### config.mk
export PLATFORM = sky130hd
export DESIGN_NAME = ps_config_host
export DESIGN_NICKNAME = d
export VERILOG_FILES = /design/src/rtl/ps_host_pkg.sv /design/src/rtl/cfg_shift_if.sv /design/src/rtl/cfg_bit_shifter.sv /design/src/rtl/ps_config_host.sv
export SDC_FILE = /design/constraint.sdc
export NUM_CORES = 1
export LEC_CHECK = 0
export BUFFER_PORTS_ARGS = -buffer_cell sky130_fd_sc_hd__clkbuf_2
export CAP_MARGIN = 20
export CORE_MARGIN = 2
export CORE_UTILIZATION = 35
export DETAILED_ROUTE_END_ITERATION = 8
export GPL_TIMING_DRIVEN = 0
export PLACE_DENSITY = 0.5
export SLEW_MARGIN = 10
export SYNTH_ARGS = -nofsm -noshare
export SYNTH_HDL_FRONTEND = slang
export SYNTH_SLANG_ARGS = --single-unit
### constraint.sdc
create_clock -name clk -period 4.37 [get_ports clk]
set_input_delay 0.2185 -clock clk [delete_from_list [all_inputs] [get_ports clk]]
set_output_delay 0.2185 -clock clk [all_outputs]
set_load 0.02 [all_outputs]
### src/rtl/ps_host_pkg.sv
/*
 * Constants for the passive serial configuration host: timing in its own
 * units, derived cycle counts at the 100 MHz system clock, and the states.
 * Assumes a single 100 MHz clock; every derived count uses CLK_PERIOD_NS.
 */
package ps_host_pkg;

   // System clock
   localparam int CLK_PERIOD_NS       = 10;

   // Configuration-request low pulse, least time, rounded up
   localparam int CFG_LOW_NS          = 2000;
   localparam int CFG_LOW_CYC         = (CFG_LOW_NS + CLK_PERIOD_NS - 1) / CLK_PERIOD_NS;

   // Auto-restart release timeout, longest time, rounded down
   localparam int RESTART_TIMEOUT_NS  = 40000;
   localparam int RESTART_TIMEOUT_CYC = RESTART_TIMEOUT_NS / CLK_PERIOD_NS;

   // Serial clock half period in system cycles (12.5 MHz serial clock)
   localparam int SCLK_HALF_CYC       = 4;
   // User start-up clock half period in system cycles (25 MHz, under 100 MHz)
   localparam int UCLK_HALF_CYC       = 2;
   // Start-up clock cycles the device needs after the done line rises
   localparam int USER_INIT_CYCLES    = 299;

   // Filler bytes clocked after the last byte before giving up on done
   localparam int FLUSH_LIMIT_BYTES   = 64;

   // Widths
   localparam int TMR_W               = 24;
   localparam int UEDGE_W             = 9;
   localparam int ERRCNT_W            = 8;

   // Values after reset
   localparam logic [TMR_W-1:0]    TMR_RST    = 24'h000000;
   localparam logic [ERRCNT_W-1:0] ERRCNT_RST = 8'h00;

   // Host sequencer states, one-hot
   typedef enum logic [7:0] {
      ST_IDLE     = 8'h01,
      ST_PULSE    = 8'h02,
      ST_WAITSTAT = 8'h04,
      ST_LOAD     = 8'h08,
      ST_FLUSH    = 8'h10,
      ST_INIT     = 8'h20,
      ST_USER     = 8'h40,
      ST_RECOVER  = 8'h80
   } host_state_t;

endpackage : ps_host_pkg

### src/rtl/cfg_shift_if.sv
/*
 * Carrier between the host sequencer and its bit shifter.
 * Assumes both ends run on the same clock; no clocking block.
 */
`timescale 1ns/1ps
`default_nettype none

interface cfg_shift_if;
   logic       load;    // Take byteIn, one-cycle pulse, only while idle
   logic       abort;   // Stop and park the serial lines low
   logic [7:0] byteIn;  // Byte to shift, LSB first
   logic       idle;    // Shifter free for the next byte
   logic       sclk;    // Serial clock to the pin
   logic       sdata;   // Serial data to the pin

   modport ctrl    (output load, output abort, output byteIn,
                    input idle, input sclk, input sdata);
   modport shifter (input load, input abort, input byteIn,
                    output idle, output sclk, output sdata);
endinterface : cfg_shift_if

`default_nettype wire

### src/rtl/cfg_bit_shifter.sv
/*
 * Serialises one byte at a time onto the serial clock and data lines,
 * least significant bit first; data changes only while the clock is low.
 * Assumes load arrives only while idle is high and one clock domain.
 */
`timescale 1ns/1ps
`default_nettype none

module cfg_bit_shifter
   import ps_host_pkg::*;
(
   // Clock and reset
   input  wire logic    clk,
   input  wire logic    srst,
   // Sequencer side
   cfg_shift_if.shifter sh
);

   localparam logic [2:0] HALF_LAST = 3'(SCLK_HALF_CYC - 1);

   logic [7:0] shift_reg;
   logic [2:0] bitsLeft_reg;
   logic [2:0] halfCnt_reg;

   // Bit engine: low half with data set up, then rising edge, then shift
   always_ff @(posedge clk) begin
      if (srst) begin
         sh.idle      <= 1'b1;
         sh.sclk      <= 1'b0;
         sh.sdata     <= 1'b0;
         shift_reg    <= 8'h00;
         bitsLeft_reg <= 3'h0;
         halfCnt_reg  <= 3'h0;
      end else if (sh.abort) begin
         sh.idle  <= 1'b1;  // Lines parked at a fixed level
         sh.sclk  <= 1'b0;
         sh.sdata <= 1'b0;
      end else if (sh.idle && sh.load) begin
         shift_reg    <= sh.byteIn;
         sh.sdata     <= sh.byteIn[0];
         bitsLeft_reg <= 3'h7;
         halfCnt_reg  <= HALF_LAST;
         sh.idle      <= 1'b0;
         sh.sclk      <= 1'b0;
      end else if (!sh.idle) begin
         if (halfCnt_reg != 3'h0) begin
            halfCnt_reg <= halfCnt_reg - 3'h1;
         end else begin
            halfCnt_reg <= HALF_LAST;
            if (!sh.sclk) begin
               sh.sclk <= 1'b1;
            end else begin
               sh.sclk <= 1'b0;
               if (bitsLeft_reg == 3'h0) begin
                  sh.idle <= 1'b1;
               end else begin
                  shift_reg    <= shift_reg >> 1;
                  sh.sdata     <= shift_reg[1];
                  bitsLeft_reg <= bitsLeft_reg - 3'h1;
               end
            end
         end
      end
   end

endmodule : cfg_bit_shifter

`default_nettype wire

### src/rtl/ps_config_host.sv
/*
 * Host controller that loads a bitstream into a device over its passive
 * serial configuration port, restarts on error, and reports user mode.
 * Assumes open-drain status, done and init lines have board pull-ups and
 * that the byte source restarts from its first byte on sourceRewind.
 */
`timescale 1ns/1ps
`default_nettype none

module ps_config_host
   import ps_host_pkg::*;
#(
   parameter int DONE_TO_USER_CYC = 10000,   // Done-to-user wait without init output
   parameter int INIT_TIMEOUT_CYC = 100000   // Longest wait for init output rise
) (
   // Clock and reset
   input  wire logic                clk,
   input  wire logic                srst,
   // Options, held steady while busy
   input  wire logic                useInitDone,
   input  wire logic                useUserClock,
   input  wire logic                autoRestart,
   // Control and status
   input  wire logic                startReq,
   output logic                     busy,
   output logic                     userMode,
   output logic [ERRCNT_W-1:0]      errorCount,
   // Bitstream byte source
   input  wire logic [7:0]          byteData,
   input  wire logic                byteValid,
   input  wire logic                byteLast,
   output logic                     byteReady,
   output logic                     sourceRewind,
   // Device configuration pins
   output logic                     cfgRequestN,
   output logic                     serial_config_clock,
   output logic                     serial_config_data,
   output logic                     user_startup_clock,
   input  wire logic                statusLine,
   input  wire logic                load_complete,
   input  wire logic                initComplete
);

   cfg_shift_if sh ();

   host_state_t          st_reg, st_next;
   logic [TMR_W-1:0]     tmr_reg;
   logic [2:0]           syncA_reg, syncB_reg;
   logic                 statusS, doneS, initS;
   logic                 take, failNow, failToRecover;
   logic [7:0]           flushCnt_reg;
   logic                 initSeenLow_reg;
   logic [1:0]           ucDiv_reg;
   logic [UEDGE_W-1:0]   uEdges_reg;
   logic                 initEnough;

   cfg_bit_shifter u_shifter (
      .clk  (clk),
      .srst (srst),
      .sh   (sh)
   );

   // Two-stage sync of the device pins; only stage B is read
   always_ff @(posedge clk) begin
      if (srst) begin
         syncA_reg <= 3'h0;
         syncB_reg <= 3'h0;
      end else begin
         syncA_reg <= {initComplete, load_complete, statusLine};
         syncB_reg <= syncA_reg;
      end
   end
   assign statusS = syncB_reg[0];
   assign doneS   = syncB_reg[1];
   assign initS   = syncB_reg[2];

   // Byte hand-off and filler bytes while waiting on done
   assign take      = byteValid && byteReady;
   assign sh.load   = take || (st_reg == ST_FLUSH && sh.idle);
   assign sh.byteIn = (st_reg == ST_FLUSH) ? 8'h00 : byteData;
   assign sh.abort  = (st_next != ST_LOAD) && (st_next != ST_FLUSH);

   // Initialization finished when no init output is used
   assign initEnough = (tmr_reg >= TMR_W'(DONE_TO_USER_CYC))
                     && (!useUserClock || uEdges_reg >= UEDGE_W'(USER_INIT_CYCLES));

   // Next state
   always_comb begin
      st_next       = st_reg;
      failNow       = 1'b0;
      failToRecover = 1'b0;
      unique case (st_reg)
         ST_IDLE: begin
            if (startReq) st_next = ST_PULSE;
         end
         ST_PULSE: begin
            if (tmr_reg >= TMR_W'(CFG_LOW_CYC - 1)) st_next = ST_WAITSTAT;
         end
         ST_WAITSTAT: begin
            if (statusS) st_next = ST_LOAD;
         end
         ST_LOAD: begin
            if (!statusS) failNow = 1'b1;
            else if (doneS) st_next = ST_INIT;
            else if (take && byteLast) st_next = ST_FLUSH;
         end
         ST_FLUSH: begin
            if (!statusS) failNow = 1'b1;
            else if (doneS) st_next = ST_INIT;
            else if (flushCnt_reg >= 8'(FLUSH_LIMIT_BYTES)) failNow = 1'b1;
         end
         ST_INIT: begin
            if (!statusS) failNow = 1'b1;
            else if (useInitDone && initSeenLow_reg && initS) st_next = ST_USER;
            else if (useInitDone && tmr_reg >= TMR_W'(INIT_TIMEOUT_CYC)) failNow = 1'b1;
            else if (!useInitDone && initEnough) st_next = ST_USER;
         end
         ST_USER: begin
            if (startReq) st_next = ST_PULSE;
         end
         ST_RECOVER: begin
            if (statusS) st_next = ST_LOAD;
            else if (tmr_reg >= TMR_W'(RESTART_TIMEOUT_CYC)) st_next = ST_PULSE;
         end
      endcase
      if (failNow) begin
         failToRecover = autoRestart && !statusS;
         st_next = failToRecover ? ST_RECOVER : ST_PULSE;
      end
   end

   // State and per-state timer
   always_ff @(posedge clk) begin
      if (srst) begin
         st_reg  <= ST_IDLE;
         tmr_reg <= TMR_RST;
      end else begin
         st_reg  <= st_next;
         if (st_next != st_reg) tmr_reg <= TMR_RST;
         else if (tmr_reg != {TMR_W{1'b1}}) tmr_reg <= tmr_reg + TMR_W'(1);
      end
   end

   // Filler byte count; done must rise within a bounded tail
   always_ff @(posedge clk) begin
      if (srst) flushCnt_reg <= 8'h00;
      else if (st_reg != ST_FLUSH) flushCnt_reg <= 8'h00;
      else if (sh.load && flushCnt_reg != 8'hff) flushCnt_reg <= flushCnt_reg + 8'h01;
   end

   // Init output must be seen low before its rise counts
   always_ff @(posedge clk) begin
      if (srst) initSeenLow_reg <= 1'b0;
      else if (st_reg == ST_PULSE || st_reg == ST_RECOVER) initSeenLow_reg <= 1'b0;
      else if (!initS && (st_reg == ST_LOAD || st_reg == ST_FLUSH || st_reg == ST_INIT))
         initSeenLow_reg <= 1'b1;
   end

   // Free-running start-up clock; never stopped, so restarts see it toggle
   always_ff @(posedge clk) begin
      if (srst) begin
         ucDiv_reg          <= 2'h0;
         user_startup_clock <= 1'b0;
      end else if (!useUserClock) begin
         ucDiv_reg          <= 2'h0;
         user_startup_clock <= 1'b0;
      end else if (ucDiv_reg == 2'(UCLK_HALF_CYC - 1)) begin
         ucDiv_reg          <= 2'h0;
         user_startup_clock <= ~user_startup_clock;
      end else begin
         ucDiv_reg <= ucDiv_reg + 2'h1;
      end
   end

   // Start-up clock rises counted from the done rise
   always_ff @(posedge clk) begin
      if (srst) uEdges_reg <= '0;
      else if (st_reg != ST_INIT) uEdges_reg <= '0;
      else if (useUserClock && ucDiv_reg == 2'(UCLK_HALF_CYC - 1) && !user_startup_clock
               && uEdges_reg != {UEDGE_W{1'b1}})
         uEdges_reg <= uEdges_reg + UEDGE_W'(1);
   end

   // Request pin low in idle and during the reconfigure pulse only
   always_ff @(posedge clk) begin
      if (srst) cfgRequestN <= 1'b0;
      else cfgRequestN <= !(st_next == ST_IDLE || st_next == ST_PULSE);
   end

   // Byte source handshake; rewind on every new pass over the bitstream
   always_ff @(posedge clk) begin
      if (srst) begin
         byteReady    <= 1'b0;
         sourceRewind <= 1'b0;
      end else begin
         byteReady    <= (st_reg == ST_LOAD) && (st_next == ST_LOAD) && sh.idle && !take;
         sourceRewind <= (st_next == ST_LOAD) && (st_reg != ST_LOAD);
      end
   end

   // Status outputs and error tally
   always_ff @(posedge clk) begin
      if (srst) begin
         busy       <= 1'b0;
         userMode   <= 1'b0;
         errorCount <= ERRCNT_RST;
      end else begin
         busy     <= !(st_next == ST_IDLE || st_next == ST_USER);
         userMode <= (st_next == ST_USER);
         if (failNow && errorCount != {ERRCNT_W{1'b1}})
            errorCount <= errorCount + ERRCNT_W'(1);
      end
   end

   // Serial lines come from the shifter flops; the done line is input only
   assign serial_config_clock = sh.sclk;
   assign serial_config_data  = sh.sdata;

endmodule : ps_config_host

`default_nettype wire

==> implementation parameters <==
Parameter                              Value

STA
  Worst setup skew after layout    roughly 0.0087 ns
  RSZ-0062 raised after global routing    false
  Maximum operating frequency    between 0.2 and 0.3 GHz
  Final total negative setup slack    0 ns
  Min Tclk post-route    3.72 ns
  Final worst-path setup slack    0.654 ns
  Post-route clock period utilization    85.0%
  Slew Viols, Final    0
  Setup violation total in the final timing report    0
  Tightest slew margin relative to the limit    54.4%
  Least-Margin Pin Slew    between 0.6 and 0.7 ns
  Hold violation count in the final report    0

Pwr
  Power density normalized to cell area    361 mW/mm²
  Peak ir drop on the vdd network    0.000158 V
  LEAKAGE    approximately 2.0 nW

Place
  Final estimated routing congestion in global placement    around 0.91
  Port-buffer cells    34
  Setup WS pre-CTS    approximately 0.7 ns
  Half-perimeter wire length of the detailed placement result    a little over 9000 µm

Clocking
  CTS clk-pin slew, worst paths    approximately 0.070 ns
  Total of hold buffers inserted after clock tree synthesis    0
  H-tree levels    3
  Post-CTS setup-driven buffer insertion count    0
  Clock insertion delay at the later pin of the skew report    0.35 ns
  Root Buffer Master    sky130_fd_sc_hd__clkbuf_16
  TritonCTS clock tree    yes
  Max Root-Sink Buffers    2
  Clock sinks    a little under 90
  Post-CTS resize count    0
  Number of buffers created by CTS    9

Synth
  Most common cell in the synthesized netlist    sky130_fd_sc_hd__dfxtp_1
  Register bit count reported by yosys    roughly 90
  Synthesized instance count    571
  Share of the synthesized area in the top cell type    37.4%
  Part of the Yosys area used for sequential elements    between 30% and 40%
  Number of distinct library cells after synthesis    69
  Async S/R FF share, synth    0%
  Net count of the mapped netlist    601
  Mapped Area    approximately 0.0047 mm²
  Cell type with the highest aggregate area in the netlist    sky130_fd_sc_hd__dfxtp_1
  Yosys warnings    0
  Top cells by area, synth    sky130_fd_sc_hd__dfxtp_1 (37%), sky130_fd_sc_hd__xor2_1 (6.1%), sky130_fd_sc_hd__nor2_1 (5.9%), sky130_fd_sc_hd__nand2_1 (3.9%), sky130_fd_sc_hd__nand4_1 (3.2%)
  Number of enable-type register cells in the synthesized netlist    0
  Most instantiated cells after synthesis    sky130_fd_sc_hd__dfxtp_1 (88), sky130_fd_sc_hd__nor2_1 (74), sky130_fd_sc_hd__nand2_1 (49), sky130_fd_sc_hd__xor2_1 (33), sky130_fd_sc_hd__nand3_1 (28)
  Primary flip-flop cell chosen by synthesis mapping    sky130_fd_sc_hd__dfxtp_1
  Post-Syn Area per Cell    8.24 µm²

Worst hold path
  Worst hold path startpoint    initComplete
  Class of the worst hold path    input port to flip-flop

Critical path
  Biggest cell delay along the critical path    between 0.6 and 0.7 ns
  Worst Setup SP    tmr_reg[0]$_SDFFE_PP0P_
  Required time reported for the critical path endpoint    roughly 4.6 ns
  Startpoint of the most critical register-to-register path    tmr_reg[0]$_SDFFE_PP0P_
  Sum of buffers and inverters on the critical path    2
  Ordered list of cells on the worst path    ha_1 -> a2111oi_0 -> o211ai_2 -> nand3_1 -> nand2_1 -> o21ai_0 -> nand4_1 -> or3_1 -> clkbuf_1 -> buf_2 -> nor2_1
  Arrival time worst endpoint    roughly 4 ns
  Setup crit start kind    flip-flop
  Slowest stage cell, crit path    sky130_fd_sc_hd__a2111oi_0
  Critical path type    flip-flop to flip-flop
  Sort of element at the end of the critical path    flip-flop
  Family of cells with the greatest summed delay on the critical path    simple AND/OR/NAND/NOR gates
  Peak fanout along the critical path    10

Routing
  Post-Route WL    12100 µm
  Vias    ~4300
  Via density per instance    about 5.4
  Count of antenna-violating nets left after detailed routing    0
  Remaining routing DRC violations    0
  DRT Pass-1 Iters    5
  WL per Instance    15.2 µm
  Starting DRT DRC Count    between 300 and 400

GRT
  First-pass GRT wire length    between 20000 and 25000 µm
  Overflow left after global routing    0
  Via count of the first global-routing pass    4066
  Antenna violations before repair    0
  GRT Resource Usage Total    ~18%
  Maximum number of pins on one net before global-route repair    16

Floorplan
  Die area    between 0.01 and 0.015 mm²
  Initial Util    35.7%
  Row count    42
  Number of top-level design ports    35
  Die boundary height    ~120 µm
  Die Wd    120 µm
  Placeable core area    about 0.013 mm²

Finish
  Number of antenna repair diodes    0
  Proportion of layout cells with a drive suffix above 1    11.6%
  Total number of nets in the final design    approximately 650
  Final core occ    41.6%
  Layout Area Growth over Synthesis    16.6%
  Number of flip-flops under the largest register name    24

Outcome
  Status    finished, final reports clean

Job
  Total of max-cap violations    0
==> metrics by stage <==
stage               hold WS, ns  std cells  total power, mW  area, µm²
finish                   0.0798        797             1.98       5490
CTS                      0.0769        797             2.00       5490
detailed placement        0.421        781            0.990       5090
global route             0.0774        797             2.06       5490
floorplan                 0.347        571            0.942       4700
global placement          0.406        781            0.991       5090
==> where the power goes <==
group          internal, mW  switching, mW
registers             0.814        0.00793
logic                0.0554         0.0964
clock network         0.676          0.330
total                  1.55          0.434
==> layer usage <==
layer	up-vias	global-route usage [%]	share of wire (%)
met5	-	0	0
met4	0	6.69	1.9
met3	19	3.23	3.7
met2	93	28.3	46
met1	2026	24.2	49
li1	2144	-	-
==> cells by family after synthesis <==
logic type | share of synthesized area, %
mux | 1.28
xor+xnor | 8.56
flops | 37.4
buf+inv | 4.39
fa+ha+maj | 2.93
simple gates | 30.2
compound gates | 15.2
==> worst register-to-register path, cell delays in order (launching register included) <==
cell and delay, ns:
sky130_fd_sc_hd__dfxtp_1 0.32, sky130_fd_sc_hd__ha_1 0.22, sky130_fd_sc_hd__a2111oi_0 0.65, sky130_fd_sc_hd__o211ai_2 0.30, sky130_fd_sc_hd__nand3_1 0.31, sky130_fd_sc_hd__nand2_1 0.14, sky130_fd_sc_hd__o21ai_0 0.22, sky130_fd_sc_hd__nand4_1 0.40
sky130_fd_sc_hd__or3_1 0.49, sky130_fd_sc_hd__clkbuf_1 0.22, sky130_fd_sc_hd__buf_2 0.25, sky130_fd_sc_hd__nor2_1 0.13
==> worst paths after layout <==
check	to	slack, ns	cells past startpoint
max	tmr_reg[10]$_SDFFE_PP0P_	0.65	11
min	syncA_reg[2]$_SDFF_PP0_	0.08	2
max reg2reg	tmr_reg[10]$_SDFFE_PP0P_	0.65	11
min reg2reg	ucDiv_reg[0]$_SDFF_PP0_	0.42	1
==> cell usage in the layout (no fill, tap or decap), drive strengths merged, types with 6 or more instances in the layout <==
master  synthesis  layout
nand3          28      28
inv            15      15
nand2          49      49
buf            13      13
nor2           75      75
nand2b         10      10
o211ai          7       7
and3           12      12
clkbuf         15      58
nand4          24      24
xor2           33      33
nor3           28      28
xnor2          13      13
a21oi          27      27
ha             11      11
mux2i           6       6
and4            8       8
nor2b          15      15
a311oi          9       9
dfxtp          88      88
o21ai          16      16
==> final cells by class <==
cell class / instances / area, µm²
Fill cell: 1360 / 7700
Multi-Input combinational cell: 440 / 2740
Sequential cell: 88 / 1760
Clock buffer: 9 / 225
Tap cell: 176 / 220
Timing Repair Buffer: 34 / 170
Clock inverter: 7 / 168
Buffer: 28 / 150
Inverter: 15 / 56.3
No activity file was read; power rests on OpenSTA's default activity.
